File: src/hw/cq_pkg.sv
// Shared constants and carrier types of the channel quality monitor
package cq_pkg;

    // ****************************************************************
    // Widths
    // ****************************************************************
    localparam int PAIRS   = 4;
    localparam int LEVEL_W = 9;
    localparam int ERR_W   = 7;
    localparam int VALUE_W = 13;
    localparam int FRAC_W  = 15;
    localparam int ACC_W   = VALUE_W + FRAC_W;
    localparam int SHIFT_W = 4;
    localparam int MSE_W   = 9;
    localparam int PEAK_W  = 6;
    localparam int INDEX_W = 3;
    localparam int WIN_W   = 17;

    // ****************************************************************
    // Slicer levels, thresholds and limits
    // ****************************************************************
    localparam logic signed [LEVEL_W-1:0] REF_OUTER     = 9'sh080;
    localparam logic signed [LEVEL_W-1:0] REF_INNER     = 9'sh040;
    localparam logic signed [LEVEL_W-1:0] THR_FAST      = 9'sh040;
    localparam logic signed [LEVEL_W-1:0] THR_GIG_OUTER = 9'sh060;
    localparam logic signed [LEVEL_W-1:0] THR_GIG_INNER = 9'sh020;
    localparam logic [ERR_W-1:0]          MAX_ERR_FAST  = 7'h40;
    localparam logic [ERR_W-1:0]          MAX_ERR_GIG   = 7'h20;
    localparam logic [MSE_W-1:0]          MSE_MAX       = 9'h1FF;
    localparam logic [PEAK_W-1:0]         PEAK_MAX      = 6'h3F;
    localparam logic [SHIFT_W:0]          PEAK_SCALE_BIAS = 5'h03;
    localparam logic [INDEX_W-1:0]        INDEX_BEST    = 3'h7;
    localparam logic [INDEX_W-1:0]        INDEX_WORST   = 3'h0;

    // ****************************************************************
    // Timing
    // ****************************************************************
    localparam int WINDOW_TIME_US     = 1000;
    localparam int SYMBOLS_PER_US     = 125;
    localparam int WINDOW_SYMBOLS     = WINDOW_TIME_US * SYMBOLS_PER_US;

    // ****************************************************************
    // Carrier types
    // ****************************************************************
    typedef logic signed [LEVEL_W-1:0] level_t;

    typedef struct packed {
        logic                      valid;
        level_t [PAIRS-1:0]        level;
    } symbol_t;

    typedef struct packed {
        logic                      enable;
        logic                      square_mode;
        logic                      gigabit;
        logic [SHIFT_W-1:0]        mean_filter_shift;
        logic [SHIFT_W-1:0]        peak_filter_shift;
        logic [SHIFT_W-1:0]        mean_scale_shift;
        logic [SHIFT_W-1:0]        peak_scale_shift;
    } cfg_t;

    typedef logic [7:1][MSE_W-1:0] threshold_table_t;

    typedef struct packed {
        logic [MSE_W-1:0]          mse;
        logic [MSE_W-1:0]          mse_worst;
        logic [INDEX_W-1:0]        index;
        logic [INDEX_W-1:0]        index_worst;
        logic [VALUE_W-1:0]        mean_error;
        logic [PEAK_W-1:0]         peak;
        logic [PEAK_W-1:0]         peak_worst;
    } result_t;

endpackage

File: src/hw/channel_quality_monitor.sv
// Channel quality monitor top: filtering, windows, capture and results
`timescale 1ns/10ps

// How it works
// [RL1] Map symbols to references +-128, +-64, 0
// [RL2] Slice at +-64, or +-32 and +-96
// [RL3] Error magnitude up to 64 or 32
// [RL4] Measurements run only while enabled
// [RL5] Filter absolute error, doubled at gigabit
// [RL6] Square mode squares the scaled error
// [RL7] Mean filter weight is one over two to the shift
// [RL8] MSE is snapshot scaled down, capped 511
// [RL9] Capture bit self-clears, loads selected pair
// [RL10] Snapshot filtered error every 125000 symbols
// [RL11] Keep worst MSE since last read
// [RL12] Index from threshold table, 7 best
// [RL13] Capture gives index and lowest since read
// [RL14] Link loss only when index is zero
// [RL15] Capture delivers the filtered mean error
// [RL16] Peak filter, window maximum each window
// [RL17] Peak scaled by shift plus three, cap 63
// [RL18] Peak result holds current and worst
// [RL19] Reading a result restarts worst tracking
module channel_quality_monitor
#(
    parameter int WINDOW_SYMBOLS = cq_pkg::WINDOW_SYMBOLS
)
(
    input  wire logic                        sys_clk,
    input  wire logic                        reset,
    input  wire cq_pkg::cfg_t                cfg,
    input  wire cq_pkg::symbol_t             rx,
    input  wire cq_pkg::threshold_table_t    quality_threshold,
    input  wire logic                        capture_write,
    input  wire logic [1:0]                  capture_channel,
    input  wire logic                        mse_read,
    input  wire logic                        index_read,
    input  wire logic                        peak_read,
    output logic                             read_capture,
    output cq_pkg::result_t                  result,
    output logic                             link_loss
);

    // ****************************************************************
    // Declarations
    // ****************************************************************
    logic                           tick;
    logic                           window_end;
    logic                           accept;
    logic [cq_pkg::WIN_W-1:0]       win_count;
    logic [cq_pkg::WIN_W-1:0]       next_win_count;
    logic [cq_pkg::VALUE_W-1:0]     error_value [cq_pkg::PAIRS];
    logic [cq_pkg::VALUE_W-1:0]     mean_value [cq_pkg::PAIRS];
    logic [cq_pkg::VALUE_W-1:0]     peak_value [cq_pkg::PAIRS];
    logic [cq_pkg::VALUE_W-1:0]     mean_snap [cq_pkg::PAIRS];
    logic [cq_pkg::VALUE_W-1:0]     next_mean_snap [cq_pkg::PAIRS];
    logic [cq_pkg::VALUE_W-1:0]     peak_snap [cq_pkg::PAIRS];
    logic [cq_pkg::VALUE_W-1:0]     next_peak_snap [cq_pkg::PAIRS];
    logic [cq_pkg::VALUE_W-1:0]     peak_run [cq_pkg::PAIRS];
    logic [cq_pkg::VALUE_W-1:0]     next_peak_run [cq_pkg::PAIRS];
    logic [cq_pkg::VALUE_W-1:0]     sel_mean;
    logic [cq_pkg::VALUE_W-1:0]     sel_peak_raw;
    logic [cq_pkg::VALUE_W-1:0]     mse_shifted;
    logic [cq_pkg::VALUE_W-1:0]     peak_shifted;
    logic [cq_pkg::SHIFT_W:0]       peak_amount;
    logic [cq_pkg::MSE_W-1:0]       sel_mse;
    logic [cq_pkg::PEAK_W-1:0]      sel_peak;
    logic [cq_pkg::INDEX_W-1:0]     sel_index;
    cq_pkg::result_t                next_result;
    logic                           next_read_capture;
    logic                           next_link_loss;
    logic                           mse_restart;
    logic                           next_mse_restart;
    logic                           index_restart;
    logic                           next_index_restart;
    logic                           peak_restart;
    logic                           next_peak_restart;

    assign tick       = rx.valid && cfg.enable;                         // [RL4]
    assign window_end = tick && win_count == cq_pkg::WIN_W'(WINDOW_SYMBOLS - 1); // [RL10]
    assign accept     = capture_write && cfg.enable;                    // [RL4]

    // ****************************************************************
    // Per-pair slicer and filters
    // ****************************************************************
    for (genvar p = 0; p < cq_pkg::PAIRS; p++)
    begin : g_pair
        slicer_error u_slicer
        (
            .level       (rx.level[p]),
            .gigabit     (cfg.gigabit),
            .square_mode (cfg.square_mode),
            .value       (error_value[p])
        );

        error_filter u_mean
        (
            .sys_clk (sys_clk),
            .reset   (reset),
            .update  (tick),
            .shift   (cfg.mean_filter_shift),                           // [RL7]
            .sample  (error_value[p]),
            .value   (mean_value[p])
        );

        error_filter u_peak
        (
            .sys_clk (sys_clk),
            .reset   (reset),
            .update  (tick),
            .shift   (cfg.peak_filter_shift),                           // [RL16]
            .sample  (error_value[p]),
            .value   (peak_value[p])
        );
    end

    // ****************************************************************
    // Window counter, snapshots and running peak
    // ****************************************************************
    always_comb
    begin
        next_win_count = win_count;
        next_mean_snap = mean_snap;
        next_peak_snap = peak_snap;
        next_peak_run  = peak_run;
        if (window_end)
        begin
            next_win_count = '0;
            for (int p = 0; p < cq_pkg::PAIRS; p++)
            begin
                next_mean_snap[p] = mean_value[p];                      // [RL10]
                next_peak_snap[p] = (peak_value[p] > peak_run[p]) ? peak_value[p]
                                                                  : peak_run[p]; // [RL16]
                next_peak_run[p]  = '0;
            end
        end
        else if (tick)
        begin
            next_win_count = cq_pkg::WIN_W'(win_count + 1'b1);
            for (int p = 0; p < cq_pkg::PAIRS; p++)
            begin
                if (peak_value[p] > peak_run[p])
                    next_peak_run[p] = peak_value[p];                   // [RL16]
            end
        end
    end

    always_ff @(posedge sys_clk)
    begin
        if (reset)
        begin
            win_count <= '0;
            for (int p = 0; p < cq_pkg::PAIRS; p++)
            begin
                mean_snap[p] <= '0;
                peak_snap[p] <= '0;
                peak_run[p]  <= '0;
            end
        end
        else
        begin
            win_count <= next_win_count;
            mean_snap <= next_mean_snap;
            peak_snap <= next_peak_snap;
            peak_run  <= next_peak_run;
        end
    end

    // ****************************************************************
    // Selected pair: scaling and quality index
    // ****************************************************************
    always_comb
    begin
        sel_mean     = mean_snap[capture_channel];
        sel_peak_raw = peak_snap[capture_channel];
        mse_shifted  = sel_mean >> cfg.mean_scale_shift;                // [RL8]
        sel_mse      = (|mse_shifted[cq_pkg::VALUE_W-1:cq_pkg::MSE_W]) ? cq_pkg::MSE_MAX
                       : mse_shifted[cq_pkg::MSE_W-1:0];                // [RL8]
        peak_amount  = {1'b0, cfg.peak_scale_shift} + cq_pkg::PEAK_SCALE_BIAS; // [RL17]
        peak_shifted = sel_peak_raw >> peak_amount;
        sel_peak     = (|peak_shifted[cq_pkg::VALUE_W-1:cq_pkg::PEAK_W]) ? cq_pkg::PEAK_MAX
                       : peak_shifted[cq_pkg::PEAK_W-1:0];              // [RL17]
        sel_index    = cq_pkg::INDEX_WORST;
        for (int n = 1; n <= 7; n++)
        begin
            if (sel_mse <= quality_threshold[n])
                sel_index = cq_pkg::INDEX_W'(n);                        // [RL12]
        end
    end

    // ****************************************************************
    // Capture, worst-case tracking and results
    // ****************************************************************
    always_comb
    begin
        next_result        = result;
        next_read_capture  = capture_write;                             // [RL9]
        next_link_loss     = link_loss;
        next_mse_restart   = mse_read   ? 1'b1 : (accept ? 1'b0 : mse_restart);   // [RL19]
        next_index_restart = index_read ? 1'b1 : (accept ? 1'b0 : index_restart); // [RL19]
        next_peak_restart  = peak_read  ? 1'b1 : (accept ? 1'b0 : peak_restart);  // [RL19]
        if (accept)
        begin
            next_result.mse        = sel_mse;                           // [RL9]
            next_result.mse_worst  = (mse_restart || sel_mse > result.mse_worst)
                                     ? sel_mse : result.mse_worst;      // [RL11]
            next_result.index      = sel_index;                         // [RL13]
            next_result.index_worst = (index_restart || sel_index < result.index_worst)
                                     ? sel_index : result.index_worst;  // [RL13]
            next_result.mean_error = sel_mean;                          // [RL15]
            next_result.peak       = sel_peak;                          // [RL18]
            next_result.peak_worst = (peak_restart || sel_peak > result.peak_worst)
                                     ? sel_peak : result.peak_worst;    // [RL18]
            next_link_loss         = sel_index == cq_pkg::INDEX_WORST;  // [RL14]
        end
    end

    always_ff @(posedge sys_clk)
    begin
        if (reset)
        begin
            result        <= '0;
            read_capture  <= 1'b0;
            link_loss     <= 1'b0;
            mse_restart   <= 1'b1;
            index_restart <= 1'b1;
            peak_restart  <= 1'b1;
        end
        else
        begin
            result        <= next_result;
            read_capture  <= next_read_capture;
            link_loss     <= next_link_loss;
            mse_restart   <= next_mse_restart;
            index_restart <= next_index_restart;
            peak_restart  <= next_peak_restart;
        end
    end

    // ****************************************************************
    // Checks
    // ****************************************************************
    a_capture_self_clear: // [RL9]
        assert property (@(posedge sys_clk) disable iff (reset)
            capture_write |=> read_capture ##1 !read_capture || $past(capture_write))
        else $error("Capture bit did not self-clear");

    a_mean_error_load: // [RL15]
        assert property (@(posedge sys_clk) disable iff (reset)
            accept |=> result.mean_error == $past(sel_mean))
        else $error("Mean error result not loaded from selected pair");

    a_mse_saturate: // [RL8]
        assert property (@(posedge sys_clk) disable iff (reset)
            accept && (sel_mean >> cfg.mean_scale_shift) > 13'h01FF |=> result.mse == 9'h1FF)
        else $error("MSE did not saturate at 511");

    a_peak_saturate: // [RL17]
        assert property (@(posedge sys_clk) disable iff (reset)
            accept && (sel_peak_raw >> (cfg.peak_scale_shift + 5'h03)) > 13'h003F
            |=> result.peak == 6'h3F)
        else $error("Peak did not saturate at 63");

    a_index_best: // [RL12]
        assert property (@(posedge sys_clk) disable iff (reset)
            accept && sel_mse <= quality_threshold[7] |=> result.index == 3'h7)
        else $error("Index not 7 at or below threshold seven");

    a_index_zero: // [RL12]
        assert property (@(posedge sys_clk) disable iff (reset)
            accept && sel_mse > quality_threshold[1] |=> result.index == 3'h0)
        else $error("Index not 0 above threshold one");

    a_window_wrap: // [RL10]
        assert property (@(posedge sys_clk) disable iff (reset)
            window_end |=> win_count == 17'h00000 && mean_snap[0] == $past(mean_value[0]))
        else $error("Window end did not snapshot and restart");

    a_disable_freeze: // [RL4]
        assert property (@(posedge sys_clk) disable iff (reset)
            !cfg.enable |=> $stable(win_count) && $stable(mean_snap[0]))
        else $error("Measurement moved while disabled");

    a_worst_mse: // [RL11]
        assert property (@(posedge sys_clk) disable iff (reset)
            accept |=> result.mse_worst >= result.mse)
        else $error("Worst MSE below current MSE");

    a_restart_read: // [RL19]
        assert property (@(posedge sys_clk) disable iff (reset)
            mse_read ##1 accept |=> result.mse_worst == result.mse)
        else $error("Worst MSE not restarted after read");

    a_peak_window: // [RL16]
        assert property (@(posedge sys_clk) disable iff (reset)
            window_end |=> peak_snap[0] >= $past(peak_value[0]) && peak_run[0] == 13'h0000)
        else $error("Window peak not stored");

    a_link_loss: // [RL14]
        assert property (@(posedge sys_clk) disable iff (reset)
            link_loss |-> result.index == 3'h0)
        else $error("Link loss with nonzero index");

endmodule

File: src/hw/slicer_error.sv
// Slicer error of one pair, scaled and optionally squared
`timescale 1ns/10ps

module slicer_error
(
    input  wire cq_pkg::level_t              level,
    input  wire logic                        gigabit,
    input  wire logic                        square_mode,
    output logic [cq_pkg::VALUE_W-1:0]       value
);

    // ****************************************************************
    // Nearest reference and error magnitude
    // ****************************************************************
    always_comb
    begin
        logic signed [cq_pkg::LEVEL_W-1:0] ref_level;
        logic signed [cq_pkg::LEVEL_W:0]   diff;
        logic [cq_pkg::LEVEL_W:0]          mag;
        logic [cq_pkg::ERR_W-1:0]          err;
        logic [cq_pkg::ERR_W:0]            scaled;
        logic [cq_pkg::VALUE_W-1:0]        wide;
        ref_level = '0;
        diff      = '0;
        mag       = '0;
        err       = '0;
        scaled    = '0;
        wide      = '0;
        if (gigabit)
        begin
            if (level > cq_pkg::THR_GIG_OUTER)                   // [RL2]
                ref_level = cq_pkg::REF_OUTER;                   // [RL1]
            else if (level > cq_pkg::THR_GIG_INNER)
                ref_level = cq_pkg::REF_INNER;
            else if (level >= -cq_pkg::THR_GIG_INNER)
                ref_level = '0;
            else if (level >= -cq_pkg::THR_GIG_OUTER)
                ref_level = -cq_pkg::REF_INNER;
            else
                ref_level = -cq_pkg::REF_OUTER;
        end
        else
        begin
            if (level > cq_pkg::THR_FAST)                        // [RL2]
                ref_level = cq_pkg::REF_OUTER;                   // [RL1]
            else if (level >= -cq_pkg::THR_FAST)
                ref_level = '0;
            else
                ref_level = -cq_pkg::REF_OUTER;
        end
        diff = {level[cq_pkg::LEVEL_W-1], level} - {ref_level[cq_pkg::LEVEL_W-1], ref_level};
        mag  = diff[cq_pkg::LEVEL_W] ? (cq_pkg::LEVEL_W+1)'(-diff) : diff;
        // Outer levels clamp to the largest error magnitude
        if (gigabit)
            err = (mag > 10'(cq_pkg::MAX_ERR_GIG)) ? cq_pkg::MAX_ERR_GIG
                                                   : mag[cq_pkg::ERR_W-1:0]; // [RL3]
        else
            err = (mag > 10'(cq_pkg::MAX_ERR_FAST)) ? cq_pkg::MAX_ERR_FAST
                                                    : mag[cq_pkg::ERR_W-1:0]; // [RL3]
        scaled = gigabit ? {err, 1'b0} : {1'b0, err};                // [RL5]
        wide   = {5'h00, scaled};
        value  = square_mode ? cq_pkg::VALUE_W'(wide * wide) : wide; // [RL6]
    end

endmodule

File: src/hw/error_filter.sv
// First-order low-pass filter of one error stream
`timescale 1ns/10ps

module error_filter
(
    input  wire logic                        sys_clk,
    input  wire logic                        reset,
    input  wire logic                        update,
    input  wire logic [cq_pkg::SHIFT_W-1:0]  shift,
    input  wire logic [cq_pkg::VALUE_W-1:0]  sample,
    output logic [cq_pkg::VALUE_W-1:0]       value
);

    logic [cq_pkg::ACC_W-1:0]   acc;
    logic [cq_pkg::ACC_W-1:0]   next_acc;

    // ****************************************************************
    // Weighted add-back of the difference
    // ****************************************************************
    always_comb
    begin
        logic signed [cq_pkg::ACC_W:0] delta;
        logic signed [cq_pkg::ACC_W:0] sum;
        delta    = $signed({1'b0, sample, {cq_pkg::FRAC_W{1'b0}}}) - $signed({1'b0, acc}); // [RL5]
        sum      = $signed({1'b0, acc}) + (delta >>> shift); // [RL7]
        next_acc = acc;
        if (update)
            next_acc = sum[cq_pkg::ACC_W-1:0];               // [RL4]
    end

    always_ff @(posedge sys_clk)
    begin
        if (reset)
            acc <= '0;
        else
            acc <= next_acc;
    end

    assign value = acc[cq_pkg::ACC_W-1:cq_pkg::FRAC_W];

    a_filter_hold: // [RL4]
        assert property (@(posedge sys_clk) disable iff (reset) !update |=> $stable(acc))
        else $error("Filter moved without an update");

    a_filter_unity: // [RL7]
        assert property (@(posedge sys_clk) disable iff (reset)
            update && shift == 4'h0 |=> value == $past(sample))
        else $error("Unity weight did not load the sample");

endmodule

File: config.mk
export PLATFORM = sky130hd
export DESIGN_NAME = channel_quality_monitor
export DESIGN_NICKNAME = d
export VERILOG_FILES = /design/src/hw/cq_pkg.sv /design/src/hw/channel_quality_monitor.sv /design/src/hw/slicer_error.sv /design/src/hw/error_filter.sv
export SDC_FILE = /design/constraint.sdc
export NUM_CORES = 2
export LEC_CHECK = 0
export BUFFER_PORTS_ARGS = -buffer_cell sky130_fd_sc_hd__buf_2
export CAP_MARGIN = 20
export CELL_PAD_IN_SITES_DETAIL_PLACEMENT = 1
export CELL_PAD_IN_SITES_GLOBAL_PLACEMENT = 1
export CORE_MARGIN = 5
export CORE_UTILIZATION = 40
export DETAILED_ROUTE_END_ITERATION = 10
export PLACE_DENSITY = 0.77
export SLEW_MARGIN = 20
export SYNTH_ARGS = -nofsm -noshare
export SYNTH_HDL_FRONTEND = slang
export SYNTH_HIERARCHICAL = 1
export SYNTH_SLANG_ARGS = --single-unit
File: constraint.sdc
create_clock -name sys_clk -period 22.1 [get_ports sys_clk]
set_input_delay 1.105 -clock sys_clk [delete_from_list [all_inputs] [get_ports sys_clk]]
set_output_delay 1.105 -clock sys_clk [all_outputs]
set_load 0.03 [all_outputs]
==> results.toml <==
[clock_tree]
h-tree-depth = 2
clk_pin_slew_ns = 0.06
cts.sinks = 439
clockBufferDepth = 3
insertion_delay_ns = 0.74
cts_setup_buffers = 0
cts_hold_buf = 0
cts-root-buf = "clkbuf_16"
cts_buffers = 61
tritoncts = "built"
cts_resized = 0

[synth]
yosys.area_share.adder_pct = 15.2
yosysMostFrequentCell = "nor2_1"
ys_seq_elements = 439
synth_top_family_by_area = "compound AO/OA/AOI/OAI gates"
syn_area_per_cell_sq_um = 7.72
ys_types = 127
synthTopCellsByArea = "dfxtp_1 14%, ha_1 12%, mux2i_1 8.8%"
synth_top_cell_area_share_pct = 14.2
synthSimpleGateAreaFrac_pct = 20.2
synthCells = 8045
ys.flop_type = "dfxtp_1"
synthXorXnorAreaFrac_pct = 5.60
synth_common_cells = "810 x nor2_1, 662 x nand2_1, 573 x ha_1"
yosysTopAreaCell = "dfxtp_1"
synth.area.mux_share_pct = 12.9
synth_warnings = 6
synth_area_sq_mm = 0.0621
async_flop_share_pct = 0
ys_seq_area_share_pct = 14.2
synth_compound_area_share_pct = 24.2
synth_edf_count = 0

[die]
dieWidth_microns = 404
ios = 178
start_util_pct = 40.3
die-area_sq_mm = 0.163
die_height_microns = 404
rows = 144
core_area_sq_mm = 0.154

[run_status]
status = "finished clean"

[sta]
fmax_ghz = 0.0771
finClkSkew_ns = 0.0852
finalCriticalPeriod_ns = 12.97
finalMaxSlewViolations = 0
hold_viol = 0
fin_tns_setup_ns = 0
rsz0062_at_grt = "false"
setup_viol = 0
min_period_over_period_pct = 58.7
relSlewSlack_pct = 27.9
worstMarginPinSlew_ns = 1.08
setup_slack_ns = 9.13

[critical_path]
cpMostUsedCell = "inv_1"
crit_fanout = 16
slowest_delay_ns = 0.56
arrival_ns = 13.54
critPathLaunchType = "primary input"
end_kind = "flop"
path_class = "in2reg"
critPathRequiredTime_ns = 22.67
crit_slowest_cell = "fa_1"

[placement]
hpwl_microns = 157000
dp_cells = 9815
io_buffers = 177
gp_congestion = 0.894
dp_slack_ns = 8.52

[pwr]
p_leak_uw = 0.0282
peakVddDrop_mv = 0.0776
power_density_mw_per_mm2 = 182

[run]
maxCapViolCount = 0

[routing]
viasPerCell = 5.98
num_vias = 59400
postRouteAntennaNets = 0
drt_pass1_iterations = 5
drc = 0
drt_iter0_drc = 3560
wirelength_microns = 203000
avgRoutedWirePerCell_microns = 20.4

[global_route]
grt_pass1_vias = 60500
antenna_found_initial = 10
grt_pass1_wl_microns = 324000
overflow = 0
grt_max_degree = 150
grtUsageTotal_pct = 23.7

[finish]
nNetsFinal = 8646
area_growth_pct = 5.82
instances_no_fill = 9933
drive_above_1_share_pct = 9.12
num-fill-cells = 19000

[worst_hold_path]
hold_path_class = "reg2reg"
==> registers in the layout (all words and copies together) (netlist names), named ones only <==
signal	count
g_pair.u_mean/acc	112
g_pair.u_peak/acc	112
index_restart	1
link_loss	1
mean_snap	52
mse_restart	1
peak_restart	1
peak_run	40
peak_snap	40
read_capture	1
result	49
win_count	17
==> kinds of logic (layout without fill, tap and decap cells) <==
| group | count (synthesis) | count (layout) |
|---|---|---|
| adders and majority gates | 685 | 685 |
| DFF | 439 | 439 |
| other | 8 | 64 |
| and+or+nand+nor | 2535 | 2535 |
| AOI/OAI and AO/OA | 2166 | 2166 |
| xor gates and xnor gates | 393 | 393 |
| muxes | 693 | 693 |
| buffers and inverters | 1126 | 914 |
==> where the power goes <==
| part | switching (uW) | leakage, uW | internal, uW |
|---|---|---|---|
| combinational | 5640 | 0.0236 | 3930 |
| sequential | 369 | 0.00357 | 955 |
| clock | 445 | 0.00101 | 608 |
==> per-layer routing <==
| layer | wire (microns) | GRT usage [%] |
|---|---|---|
| met4 | 5770 | 6.76 |
| met3 | 7920 | 2.76 |
| met5 | 0 | 0 |
| met2 | 98400 | 42.0 |
| met1 | 90500 | 30.2 |
==> final timing paths <==
check                               start                       end  slack (ns)  cells past startpoint
setup / recovery                    rx[0]  g_pair[0].u_mean/acc[27]        9.13                     52
hold / removal              mean_snap[21]             mean_snap[21]        0.45                      2
setup reg to reg  g_pair[1].u_mean/acc[1]  g_pair[1].u_mean/acc[27]       15.64                     21
hold reg to reg             mean_snap[21]             mean_snap[21]        0.45                      2
==> layout by cell type, fill, tap and decap left out, types with 184 or more instances in the layout <==
master and count:
dfxtp_1 439, o21ai_0 288, ha_1 573, inv_1 558, xnor2_1 240, nor3_1 206, a21o_1 184, a21oi_1 547
a211oi_1 189, mux2i_1 548, nand2_1 662, nor2_1 810
==> worst max-delay path: cells and delay by family <==
kind	cells	cell delay [ns]
xor gates and xnor gates	2	0.45
and+or+nand+nor	14	3.37
buffers and inverters	8	0.72
AOI/OAI and AO/OA	17	4.18
adders and majority gates	10	3.53
muxes	1	0.16
==> cell type report <==
cell class              count  area [sq um]  share of cell area, %
diodes                      4          10.0                 0.0152
clock buffers              74          1650                   2.50
clock inverters            40           498                  0.758
inverters                 581          2190                   3.33
multi-input cells        6532         48700                   74.1
flip-flops and latches    439          8790                   13.4
well taps                2044          2560                   3.89
repair buffers            219          1310                   2.00
==> per-stage QoR <==
stage	hold WS [ns]	power [uW]	cell area [sq um]	utilization (%)
final	0.454	11900	65700	42.6
after global routing	0.475	13000	65700	42.6
after CTS	0.453	11900	65700	42.6
after detailed placement	0.447	10700	63600	41.2
after global placement	0.436	10400	63600	41.2
after floorplan	0.429	8700	62300	-
No activity file was read; power rests on OpenSTA's default activity.
